--- config.mk ---
export PLATFORM = sky130hd
export DESIGN_NAME = sog_guard
export DESIGN_NICKNAME = d
export VERILOG_FILES = /design/src/rtl/sog_pkg.sv /design/src/rtl/sog_guard.sv /design/src/rtl/sog_width_adjust.sv
export SDC_FILE = /design/constraint.sdc
export NUM_CORES = 1
export LEC_CHECK = 0
export ABC_AREA = 1
export BUFFER_PORTS_ARGS = -buffer_cell sky130_fd_sc_hd__buf_2
export CORE_MARGIN = 3
export CORE_UTILIZATION = 50
export DETAILED_ROUTE_END_ITERATION = 8
export MAX_ROUTING_LAYER = met4
export PLACE_DENSITY = 0.67
export SLEW_MARGIN = 15
export SYNTH_ARGS = -nofsm -noshare
export SYNTH_HDL_FRONTEND = slang
export SYNTH_HIERARCHICAL = 1
export SYNTH_SLANG_ARGS = --single-unit
export TNS_END_PERCENT = 100
--- constraint.sdc ---
create_clock -name clk -period 4.7 [get_ports clk]
set_input_delay 0 -clock clk [delete_from_list [all_inputs] [get_ports clk]]
set_output_delay 0 -clock clk [all_outputs]
set_load 0.02 [all_outputs]
--- src/rtl/sog_pkg.sv ---
// Constants and types shared by the servo overload guard design.
package sog_pkg;

  localparam int CLK_MHZ = 200;
  localparam int WAIT_TIME_MS = 4800;
  localparam int WAIT_CYC = WAIT_TIME_MS * CLK_MHZ * 1000;
  localparam int ADJ_TIME_US = 500;
  localparam int ADJ_CYC = ADJ_TIME_US * CLK_MHZ;
  localparam int FS_PERIOD_US = 20000;
  localparam int FS_PERIOD_CYC = FS_PERIOD_US * CLK_MHZ;
  localparam int FS_WIDTH_US = 1500;
  localparam int FS_WIDTH_CYC = FS_WIDTH_US * CLK_MHZ;

  localparam int DW = 32;
  localparam int AW = 8;

  localparam logic [7:0] REG_CTRL = 8'h00;
  localparam logic [7:0] REG_WAIT = 8'h04;
  localparam logic [7:0] REG_ADJ = 8'h08;
  localparam logic [7:0] REG_PERIOD = 8'h0C;
  localparam logic [7:0] REG_WIDTH = 8'h10;
  localparam logic [7:0] REG_STATUS = 8'h14;
  localparam logic [7:0] REG_EV_STAT = 8'h18;
  localparam logic [7:0] REG_EV_CLR = 8'h1C;
  localparam logic [7:0] REG_EV_EN = 8'h20;

  localparam int CTRL_GEN_BIT = 0;
  localparam int CTRL_WIDEN_BIT = 1;
  localparam logic CTRL_GEN_RST = 1'b0;
  localparam logic CTRL_WIDEN_RST = 1'b1;

  localparam int ST_OVC_BIT = 2;
  localparam int ST_CRIT_BIT = 3;

  localparam int EV_W = 3;
  localparam int EV_OVERLOAD = 0;
  localparam int EV_FAILSAFE = 1;
  localparam int EV_CRITICAL = 2;
  localparam logic [2:0] EV_EN_RST = 3'h0;

  typedef enum logic [1:0] {
    ST_NORMAL = 2'b00,
    ST_OVERLOAD = 2'b01,
    ST_FAILSAFE = 2'b11,
    ST_CRITICAL = 2'b10
  } sog_state_t;

  typedef struct packed {
    logic gen_mode;
    logic widen;
    logic [DW-1:0] wait_cnt;
    logic [DW-1:0] adj;
    logic [DW-1:0] period;
    logic [DW-1:0] width;
  } sog_cfg_t;

  typedef struct packed {
    logic cyc;
    logic stb;
    logic we;
    logic [AW-1:0] adr;
    logic [3:0] sel;
    logic [DW-1:0] dat;
  } sog_wb_req_t;

endpackage : sog_pkg

--- src/rtl/sog_guard.sv ---
// Servo overload guard top: state machine, failsafe pulse paths and Wishbone registers.
//
// Decided for this implementation: the placing of the registers and the Wishbone slave port.
`timescale 1ns/1ps
module sog_guard #(
  parameter logic [31:0] WAIT_DEF = 32'(sog_pkg::WAIT_CYC),
  parameter logic [31:0] ADJ_DEF = 32'(sog_pkg::ADJ_CYC),
  parameter logic [31:0] PERIOD_DEF = 32'(sog_pkg::FS_PERIOD_CYC),
  parameter logic [31:0] WIDTH_DEF = 32'(sog_pkg::FS_WIDTH_CYC)
) (
  input wire logic clk,
  input wire logic rstn,
  input wire logic wb_cyc_i,
  input wire logic wb_stb_i,
  input wire logic wb_we_i,
  input wire logic [7:0] wb_adr_i,
  input wire logic [3:0] wb_sel_i,
  input wire logic [31:0] wb_dat_i,
  output logic [31:0] wb_dat_o,
  output logic wb_ack_o,
  input wire logic pwm_src,
  input wire logic overcurrent,
  output logic servo_drive,
  output logic crit_int,
  output logic irq
);

  sog_pkg::sog_wb_req_t req;
  sog_pkg::sog_cfg_t cfg_q;
  sog_pkg::sog_state_t state_q;
  sog_pkg::sog_state_t state_d;
  logic ovc;
  logic [31:0] wait_q;
  logic wait_done;
  logic failsafe_on;
  logic [31:0] gen_cnt_q;
  logic gen_out_q;
  logic adj_out;
  logic fs_pwm;
  logic wb_req;
  logic wr_en;
  logic [31:0] rd_mux;
  logic [sog_pkg::EV_W-1:0] ev_set;
  logic [sog_pkg::EV_W-1:0] ev_clr;
  logic [sog_pkg::EV_W-1:0] ev_stat_q;
  logic [sog_pkg::EV_W-1:0] ev_en_q;

  function automatic logic [31:0] merge(input logic [31:0] old, input logic [31:0] nw,
                                        input logic [3:0] sel);
    logic [31:0] r;
    r = old;
    for (int b = 0; b < 4; b++) begin
      if (sel[b]) begin
        r[8*b +: 8] = nw[8*b +: 8];
      end
    end
    return r;
  endfunction : merge

  assign req = '{cyc: wb_cyc_i, stb: wb_stb_i, we: wb_we_i, adr: wb_adr_i,
                 sel: wb_sel_i, dat: wb_dat_i};

  assign ovc = overcurrent;

  assign wait_done = ((wait_q + 32'h0000_0001) >= cfg_q.wait_cnt);

  always_comb begin
    state_d = state_q;
    case (state_q)
      sog_pkg::ST_NORMAL: begin
        if (ovc) begin
          state_d = sog_pkg::ST_OVERLOAD;
        end
      end
      sog_pkg::ST_OVERLOAD: begin
        if (!ovc) begin
          state_d = sog_pkg::ST_NORMAL;
        end else if (wait_done) begin
          state_d = sog_pkg::ST_FAILSAFE;
        end
      end
      sog_pkg::ST_FAILSAFE: begin
        if (ovc && wait_done) begin
          state_d = sog_pkg::ST_CRITICAL;
        end
      end
      sog_pkg::ST_CRITICAL: begin
        state_d = sog_pkg::ST_CRITICAL;
      end
      default: begin
        state_d = sog_pkg::ST_NORMAL;
      end
    endcase
  end

  always_ff @(posedge clk or negedge rstn) begin
    if (!rstn) begin
      state_q <= sog_pkg::ST_NORMAL;
    end else begin
      state_q <= state_d;
    end
  end

  // wait counting
  // In failsafe the same counter times the persistence check, so a brief spike does not trip.
  always_ff @(posedge clk or negedge rstn) begin
    if (!rstn) begin
      wait_q <= '0;
    end else if (state_d != state_q) begin
      wait_q <= '0;
    end else if ((state_q == sog_pkg::ST_OVERLOAD) ||
                 ((state_q == sog_pkg::ST_FAILSAFE) && ovc)) begin
      if (!wait_done) begin
        wait_q <= wait_q + 32'h0000_0001;
      end
    end else begin
      wait_q <= '0;
    end
  end

  always_ff @(posedge clk or negedge rstn) begin
    if (!rstn) begin
      crit_int <= 1'b0;
    end else if (state_d == sog_pkg::ST_CRITICAL) begin
      crit_int <= 1'b1;
    end
  end

  always_ff @(posedge clk or negedge rstn) begin
    if (!rstn) begin
      gen_cnt_q <= '0;
    end else if ((gen_cnt_q + 32'h0000_0001) >= cfg_q.period) begin
      gen_cnt_q <= '0;
    end else begin
      gen_cnt_q <= gen_cnt_q + 32'h0000_0001;
    end
  end

  always_ff @(posedge clk or negedge rstn) begin
    if (!rstn) begin
      gen_out_q <= 1'b0;
    end else begin
      gen_out_q <= (gen_cnt_q < cfg_q.width);
    end
  end

  sog_width_adjust #(
    .DW(sog_pkg::DW)
  ) u_width_adjust (
    .clk(clk),
    .rstn(rstn),
    .pwm_in(pwm_src),
    .widen(cfg_q.widen),
    .delay(cfg_q.adj),
    .pwm_out(adj_out)
  );

  assign failsafe_on = (state_q == sog_pkg::ST_FAILSAFE) || (state_q == sog_pkg::ST_CRITICAL);
  assign fs_pwm = cfg_q.gen_mode ? gen_out_q : adj_out;

  // pass-through
  // One flop of latency on the pass path and two on the width-adjusted path keep the width exact and the output glitch free.
  always_ff @(posedge clk or negedge rstn) begin
    if (!rstn) begin
      servo_drive <= 1'b0;
    end else begin
      servo_drive <= failsafe_on ? fs_pwm : pwm_src;
    end
  end

  // Wishbone slave: one ack per request, writes commit at the acked edge.
  assign wb_req = req.cyc & req.stb;
  assign wr_en = wb_req & req.we & wb_ack_o;

  always_ff @(posedge clk or negedge rstn) begin
    if (!rstn) begin
      wb_ack_o <= 1'b0;
    end else begin
      wb_ack_o <= wb_req & ~wb_ack_o;
    end
  end

  always_ff @(posedge clk or negedge rstn) begin
    if (!rstn) begin
      cfg_q.gen_mode <= sog_pkg::CTRL_GEN_RST;
      cfg_q.widen <= sog_pkg::CTRL_WIDEN_RST;
      cfg_q.wait_cnt <= WAIT_DEF;
      cfg_q.adj <= ADJ_DEF;
      cfg_q.period <= PERIOD_DEF;
      cfg_q.width <= WIDTH_DEF;
    end else if (wr_en) begin
      if (req.adr == sog_pkg::REG_CTRL) begin
        if (req.sel[0]) begin
          cfg_q.gen_mode <= req.dat[sog_pkg::CTRL_GEN_BIT];
          cfg_q.widen <= req.dat[sog_pkg::CTRL_WIDEN_BIT];
        end
      end else if (req.adr == sog_pkg::REG_WAIT) begin
        cfg_q.wait_cnt <= merge(cfg_q.wait_cnt, req.dat, req.sel);
      end else if (req.adr == sog_pkg::REG_ADJ) begin
        cfg_q.adj <= merge(cfg_q.adj, req.dat, req.sel);
      end else if (req.adr == sog_pkg::REG_PERIOD) begin
        cfg_q.period <= merge(cfg_q.period, req.dat, req.sel);
      end else if (req.adr == sog_pkg::REG_WIDTH) begin
        cfg_q.width <= merge(cfg_q.width, req.dat, req.sel);
      end
    end
  end

  // Event sources: each entry to overload, failsafe or critical is one sticky bit.
  assign ev_set[sog_pkg::EV_OVERLOAD] = (state_d == sog_pkg::ST_OVERLOAD) &&
                                        (state_q != sog_pkg::ST_OVERLOAD);
  assign ev_set[sog_pkg::EV_FAILSAFE] = (state_d == sog_pkg::ST_FAILSAFE) &&
                                        (state_q != sog_pkg::ST_FAILSAFE);
  assign ev_set[sog_pkg::EV_CRITICAL] = (state_d == sog_pkg::ST_CRITICAL) &&
                                        (state_q != sog_pkg::ST_CRITICAL);

  assign ev_clr = (wr_en && (req.adr == sog_pkg::REG_EV_CLR) && req.sel[0]) ?
                  req.dat[sog_pkg::EV_W-1:0] : '0;

  // A set in the clearing cycle wins, so no event is lost to a late clear.
  always_ff @(posedge clk or negedge rstn) begin
    if (!rstn) begin
      ev_stat_q <= '0;
    end else begin
      ev_stat_q <= (ev_stat_q & ~ev_clr) | ev_set;
    end
  end

  always_ff @(posedge clk or negedge rstn) begin
    if (!rstn) begin
      ev_en_q <= sog_pkg::EV_EN_RST;
    end else if (wr_en && (req.adr == sog_pkg::REG_EV_EN) && req.sel[0]) begin
      ev_en_q <= req.dat[sog_pkg::EV_W-1:0];
    end
  end

  assign irq = |(ev_stat_q & ev_en_q);

  always_comb begin
    rd_mux = '0;
    if (req.adr == sog_pkg::REG_CTRL) begin
      rd_mux[sog_pkg::CTRL_GEN_BIT] = cfg_q.gen_mode;
      rd_mux[sog_pkg::CTRL_WIDEN_BIT] = cfg_q.widen;
    end else if (req.adr == sog_pkg::REG_WAIT) begin
      rd_mux = cfg_q.wait_cnt;
    end else if (req.adr == sog_pkg::REG_ADJ) begin
      rd_mux = cfg_q.adj;
    end else if (req.adr == sog_pkg::REG_PERIOD) begin
      rd_mux = cfg_q.period;
    end else if (req.adr == sog_pkg::REG_WIDTH) begin
      rd_mux = cfg_q.width;
    end else if (req.adr == sog_pkg::REG_STATUS) begin
      rd_mux[1:0] = state_q;
      rd_mux[sog_pkg::ST_OVC_BIT] = ovc;
      rd_mux[sog_pkg::ST_CRIT_BIT] = crit_int;
    end else if (req.adr == sog_pkg::REG_EV_STAT) begin
      rd_mux[sog_pkg::EV_W-1:0] = ev_stat_q;
    end else if (req.adr == sog_pkg::REG_EV_EN) begin
      rd_mux[sog_pkg::EV_W-1:0] = ev_en_q;
    end
  end

  // Read data is captured with the ack and held until the next request.
  always_ff @(posedge clk or negedge rstn) begin
    if (!rstn) begin
      wb_dat_o <= '0;
    end else if (wb_req && !wb_ack_o) begin
      wb_dat_o <= req.we ? 32'h0000_0000 : rd_mux;
    end
  end
endmodule : sog_guard

--- src/rtl/sog_width_adjust.sv ---
// Pulse width adjuster that delays one chosen edge of the incoming pulse.
`timescale 1ns/1ps
module sog_width_adjust #(
  parameter int DW = sog_pkg::DW
) (
  input wire logic clk,
  input wire logic rstn,
  input wire logic pwm_in,
  input wire logic widen,
  input wire logic [DW-1:0] delay,
  output logic pwm_out
);

  logic prev_q;
  logic [DW-1:0] cnt_q;
  logic has_dly;
  logic edge_now;
  logic done;

  assign has_dly = (delay != '0);
  assign edge_now = has_dly & (widen ? (prev_q & ~pwm_in) : (~prev_q & pwm_in));
  assign done = (cnt_q >= delay);

  always_ff @(posedge clk or negedge rstn) begin
    if (!rstn) begin
      prev_q <= 1'b0;
    end else begin
      prev_q <= pwm_in;
    end
  end

  // Reset loads the counter saturated so that no stretch happens before the first edge.
  always_ff @(posedge clk or negedge rstn) begin
    if (!rstn) begin
      cnt_q <= '1;
    end else if (edge_now) begin
      cnt_q <= DW'(1);
    end else if (!done) begin
      cnt_q <= cnt_q + DW'(1);
    end
  end

  always_ff @(posedge clk or negedge rstn) begin
    if (!rstn) begin
      pwm_out <= 1'b0;
    end else if (widen) begin
      pwm_out <= pwm_in | edge_now | ~done;
    end else begin
      pwm_out <= pwm_in & ~edge_now & done;
    end
  end
endmodule : sog_width_adjust
### After elaboration in Yosys (flattened, before gate mapping)

Cells that the tools add are included.

| word-level totals | value |
|---|---|
| flip-flop bits (word level) | 272 |
| input port bits | 51 |

| operators by class | value |
|---|---|
| add/sub/neg operators | 3 |
| magnitude comparators | 4 |
| equality and inequality tests | 20 |
| mux-type cells | 28 |
| bitwise operators | 24 |
| reduce and logical (&&, ||, !) cells | 34 |

Operators with widths:

| operator | count |
|---|---|
| 32-bit two-way mux | 10 |
| 32-bit by 1-bit adder with 32-bit output, second input constant | 3 |
| 32-bit >= comparator | 3 |
| 8-bit by 5-bit equality test with 1-bit output, second input constant | 4 |
| 32-bit < comparator | 1 |
| 32-bit nonzero test | 1 |
| 30-bit two-way mux | 1 |
| 28-bit two-way mux | 1 |
| 7-bit AND reduction | 4 |
| 6-bit AND reduction | 4 |
| 5-bit AND reduction | 4 |
| 8-bit by 4-bit equality test with 1-bit output, second input constant | 2 |
| 4-bit AND reduction | 4 |
| 3-bit two-way mux | 4 |
| 1-bit logical AND | 10 |
| 2-bit two-way mux | 5 |
| 1-bit AND | 9 |
| 1-bit inverter | 9 |
| 2-bit equality test, second input constant | 4 |
| 8-bit by 3-bit equality test with 1-bit output, second input constant | 1 |
| 8-bit by 6-bit equality test with 1-bit output, second input constant | 1 |
| 8-bit logical NOT | 1 |
| 2-bit case mux with 4 select lines | 1 |
| 3-bit AND | 2 |
| other kinds (15) | 24 |

### Logic depth before layout (Yosys ltp)

| logic depth | value |
|---|---|
| depth in word-level cells | 10 |
| gate-level depth with buffers | 25 |
| gate-level depth less buffers | 24 |

### Cells and area by module

The synthesis kept the hierarchy.

By module, submodules not included:

| module | times used | cells an instance | area an instance (µm²) |
|---|---|---|---|
| sog_guard | 1 | 1754 | 13820.8 |
| sog_width_adjust | 1 | 515 | 3404.5 |

### Worst setup path before layout

Ideal clock, no wire load.

| path | value |
|---|---|
| kind | register -> register |
| from | register wait_q[3] |
| to | register wait_q[0] |
| arrival time | 2.795 ns |
| path slack | 1.789 ns |
| cell stages (with the launch flop) | 25 |
| path buffers | 1 |
| clock period less this slack | 2.911 ns |
| cells stage by stage | dfrtp_1 nand2_2 nor2_4 nand2_4 nor2_4 inv_2 nor2_4 nand2_4 nor2_4 nand2_2 xor2_1 clkinv_2 ha_1 nand2_1 nor2_1 nand4_1 nor2_1 nand3b_1 nand3_1 nand2_1 nand2_1 nand3_1 nand2_1 buf_4 nor2_1 |

| on the way | value |
|---|---|
| cells in the longest elaborated chain, start to end | 7 |
| elaborated cells between the ends (all ways) | 10 |
| those cells by class | add/sub: 1; order compare: 1; eq/ne: 2; mux: 5; reduce/logical: 1 |

Ends and longest elaborated chain:

| element | RTL line | RTL |
|---|---|---|
| from (decl) | sog_guard.sv:33 | `logic [31:0] wait_q;` |
| from (signal assigned) | sog_guard.sv:114 | `wait_q <= wait_q + 32'h0000_0001;` |
| 32-bit by 1-bit adder with 32-bit output * | sog_guard.sv:65 | `assign wait_done = ((wait_q + 32'h0000_0001) >= cfg_q.wait_cnt);` |
| 32-bit >= comparator * | sog_guard.sv:65 |  |
| 2-bit two-way mux or 1-bit logical AND (tied branches) | sog_guard.sv:78, sog_guard.sv:83 |  |
| 2-bit two-way mux (on tied branches) | sog_guard.sv:76, sog_guard.sv:83 |  |
| 2-bit case mux with 4 select lines | sog_guard.sv:69 | `case (state_q)` |
| 2-bit inequality test | sog_guard.sv:109 | `end else if (state_d != state_q) begin` |
| 3-bit inequality test (no source line) or 32-bit two-way mux (tied branches) | n/a |  |

Every way passes the cells marked *; elsewhere a longest branch is shown, timed or not.
A chain may end at the register's enable or synchronous reset.

### Worst setup path after layout

| path | value |
|---|---|
| from | register gen_cnt_q[0] |
| to | register gen_cnt_q[5] |

| on the way | value |
|---|---|
| cells in the longest elaborated chain, start to end | 3 |

Ends and longest elaborated chain:

| element | RTL line | RTL |
|---|---|---|
| from (decl) | sog_guard.sv:36 | `logic [31:0] gen_cnt_q;` |
| from (signal assigned) | sog_guard.sv:135 | `gen_cnt_q <= gen_cnt_q + 32'h0000_0001;` |
| 32-bit by 1-bit adder with 32-bit output * | sog_guard.sv:132, sog_guard.sv:135 |  |
| 32-bit >= comparator | sog_guard.sv:132 | `end else if ((gen_cnt_q + 32'h0000_0001) >= cfg_q.period) begin` |
| 32-bit two-way mux * | sog_guard.sv:132 |  |

Marked as above.

==> flow_summary.yaml <==
run_status:
  outcome: "completed"
routing:
  drtPass1Iterations: 5
  vias: 15400
  wl_met3_um: 3980
  ant_nets: 0
  topRoutingLayerUsed: "met4"
  met2WireLength_um: 22800
  via_per_inst: 5.41
  wire_per_inst_um: 18.0
  drt_iter0_drc: 1291
  drc: 0
  drt-met1-wl_um: 22300
  wl_um: 51300
clock_network:
  cts_resized: 0
  clk_latency_ns: 0.57
  cts_buffers: 31
  cts.sinks: 272
  cts_tree: "done"
  cts_setup_buffers: 0
  cts_max_level: 1
  clockBufferDepth: 3
  root_buffer: "clkbuf_16"
  clkTransAtPathRegs_ns: 0.06
cells_and_area:
  final_cell_mix: "575 x nand2_1, 325 x inv_1, 218 x nor2_1"
  fin_nets: 2563
  diodes: 0
  mostFrequentLayoutCell: "nand2_1"
  syn_to_final_growth_pct: 12.8
  drive_above_1_share_pct: 12.3
  final_area_mm2: 0.0194
  fillCellCount: 3186
  final_cells: 2854
grt:
  grt_usage_pct: 29.0
  grt_pass1_wl_um: 81300
  grt_max_degree: 122
  antenna_found_initial: 0
  grt_pass1_vias: 15000
  grt_overflow: 0
power:
  finalPower_mw: 5.56
  power_density_mw_per_mm2: 286
  p_leak_nw: 9.56
  peakVddDrop_mv: 0.284
setup_path:
  reg2reg_depth: 19
  cp_data_arrival_time_ns: 4.42
  r2r_end: "gen_cnt_q[5]$_DFF_PN0_"
  worstSetupPathType: "reg2reg"
  cp-end-kind: "flip-flop"
  cp.required_ns: 5.14
  r2r_slack_ns: 0.72
  cp_max_fo: 18
  r2r-start: "gen_cnt_q[0]$_DFF_PN0_"
  cp-start-kind: "flip-flop"
sta:
  tns_ns: 0
  skew_ns: 0.0218
  min_period_ns: 3.98
  finalMaxSlewViolations: 0
  fmax_mhz: 251
  timing.final.crit_share_pct: 84.7
  hold_viol_final: 0
  rsz0062_at_grt: "false"
  slew_headroom_pct: 35.7
  finalSetupViolCount: 0
  tightest_slew_ns: 0.965
logic_synthesis:
  ys_types: 48
  syn_area_mm2: 0.0172
  ys.flop_type: "dfrtp_1"
  syn_area_per_cell_um2: 7.59
  yosys-top-cells-area: "dfrtp_1 30%, nand2_1 13%, dfstp_2 9.8%, ha_1 9.4%, inv_1 7.1%"
  yosysWarnings: 6
  yosys_register_bits: 272
  syn_nets: 2450
  synth.yosys.seq_area_share_pct: 40.0
  async_flop_share_pct: 100
  synthCells: 2269
  post-synth-top-area-cell: "dfrtp_1"
  synth_top_area_share_pct: 30.2
  synth_edf_count: 0
worst_hold_path:
  worstHoldStart: "wb_sel_i[2]"
  whs_path_depth: 5
  hold_class: "in2reg"
  whs_endpoint: "cfg_q[48]$_DFFE_PN1P_"
placed_design:
  placed_area_mm2: 0.0180
  dp_hpwl_um: 39000
  place_inst: 2755
  port_buffers: 86
  place.gp.congestion: 0.930
floorplanning:
  die_h_um: 192
  core_area_mm2: 0.0338
  fp.dieArea_mm2: 0.0367
  start_util_pct: 51.0
  fp-row-count: 67
  io_pins: 87
  die_w_um: 192
job:
  maxCapViolations: 0
cells by family (layout without fill, tap and decap cells):
group	Yosys count	count (layout)	share of synthesized area (%)
xor+xnor	59	59	3.00
compound gates	355	355	11.5
buf+inv	404	541	9.52
fa+ha+maj	130	130	9.44
flops	272	272	40.0
simple gates	1049	1049	26.6
flip-flops by register name, summed over array words and instances (netlist names):
signal,cells
crit_int,1
ev_en_q,3
gen_out_q,1
wb_ack_o,1
ev_stat_q,3
servo_drive,1
u_width_adjust/prev_q,1
u_width_adjust/cnt_q,32
cfg_q,130
gen_cnt_q,32
u_width_adjust/pwm_out,1
wait_q,32
wb_dat_o,32
state_q,2
synthesized netlist by cell type (2+ instances only):
cell type and instances:
nand2_2 15, nor4_1 9, nor3_1 27, xnor2_1 12
a211oi_1 2, or2_2 3, o31ai_1 11, buf_2 21
o21ai_1 44, buf_4 10, nor3_2 5, nor2_1 218
nand4_1 66, buf_6 7, dfrtp_1 208, a21o_1 6
nor2_2 16, o21a_1 3, dfstp_2 64, nand3_1 85
nand2_4 2, o21ai_0 153, o221ai_1 18, o21bai_1 3
a21oi_1 89, clkbuf_1 23, nor3_4 2, o22ai_1 8
a221oi_1 10, o211ai_1 5, inv_1 325, nand3b_1 3
nand2_1 575, inv_2 15, clkinv_2 2, ha_1 130
nor2_4 11, and3_1 2, xor2_1 47, nand3_2 6
critical path: stages (launching register included):
cell and delay, ns:
dfrtp_1 0.49, ha_1 0.28, nand2_1 0.07, inv_1 0.09
nand2_1 0.13, nor2_2 0.22, inv_1 0.11, nor2_1 0.23
nand4_1 0.17, xor2_1 0.22, inv_1 0.07, ha_1 0.28
nand2_1 0.05, nor2_1 0.10, nand2_1 0.08, nor4_1 0.32
nand4_1 0.14, nand3_1 0.52, buf_12 0.23, nor3_1 0.06
per-layer routing:
layer,vias to the layer above,global-route usage (%)
met5,-,-
met4,0,10.3
met3,131,5.07
met2,583,44.6
met1,7141,38.8
li1,7580,-
worst max-delay path by stage:
stage	endpoint	depth (start not counted)	slack, ns	start
floorplan	wait_q[0]$_DFFE_PN0P_	24	1.79	wait_q[3]$_DFFE_PN0P_
global placement	gen_cnt_q[2]$_DFF_PN0_	15	0.93	gen_cnt_q[0]$_DFF_PN0_
detailed placement	gen_cnt_q[5]$_DFF_PN0_	19	0.83	gen_cnt_q[0]$_DFF_PN0_
CTS	gen_cnt_q[11]$_DFF_PN0_	19	0.79	gen_cnt_q[0]$_DFF_PN0_
global route	gen_cnt_q[16]$_DFF_PN0_	19	0.32	gen_cnt_q[0]$_DFF_PN0_
finish	gen_cnt_q[5]$_DFF_PN0_	19	0.72	gen_cnt_q[0]$_DFF_PN0_
repair_timing:
item / 4_1_cts / 5_1_grt
hold endpoints to repair: 238 / 0
hold buffers: 42 / 0
setup endpoints to repair: 0 / 0
through the flow:
step                utilization (%)  hold slack (ns)  worst slack [ns]
global route                   57.5           0.0799             0.318
CTS                            57.5          0.00627             0.792
floorplan                         -           -0.296              1.79
finish                         57.5           0.0357             0.721
detailed placement             53.3            0.163             0.833
global placement               53.3            0.147             0.932
power breakdown:
part	total, mW	leakage, nW	internal (mW)	switching (mW)
combinational	0.727	5.53	0.215	0.512
clock	2.37	0.481	1.37	1.00
sequential	2.46	3.55	2.40	0.0570
total	5.56	9.56	3.99	1.57
layout make-up:
| class | count | area, um2 | area share (%) |
|---|---|---|---|
| Clock buffer | 42 | 847 | 4.36 |
| Clock inverter | 15 | 136 | 0.702 |
| Inverter | 342 | 1290 | 6.62 |
| Multi-Input combinational cell | 1593 | 8710 | 44.9 |
| Sequential cell | 272 | 6890 | 35.5 |
| Tap cell | 448 | 561 | 2.89 |
| Timing Repair Buffer | 142 | 991 | 5.10 |
No activity file was read; power rests on OpenSTA's default activity.
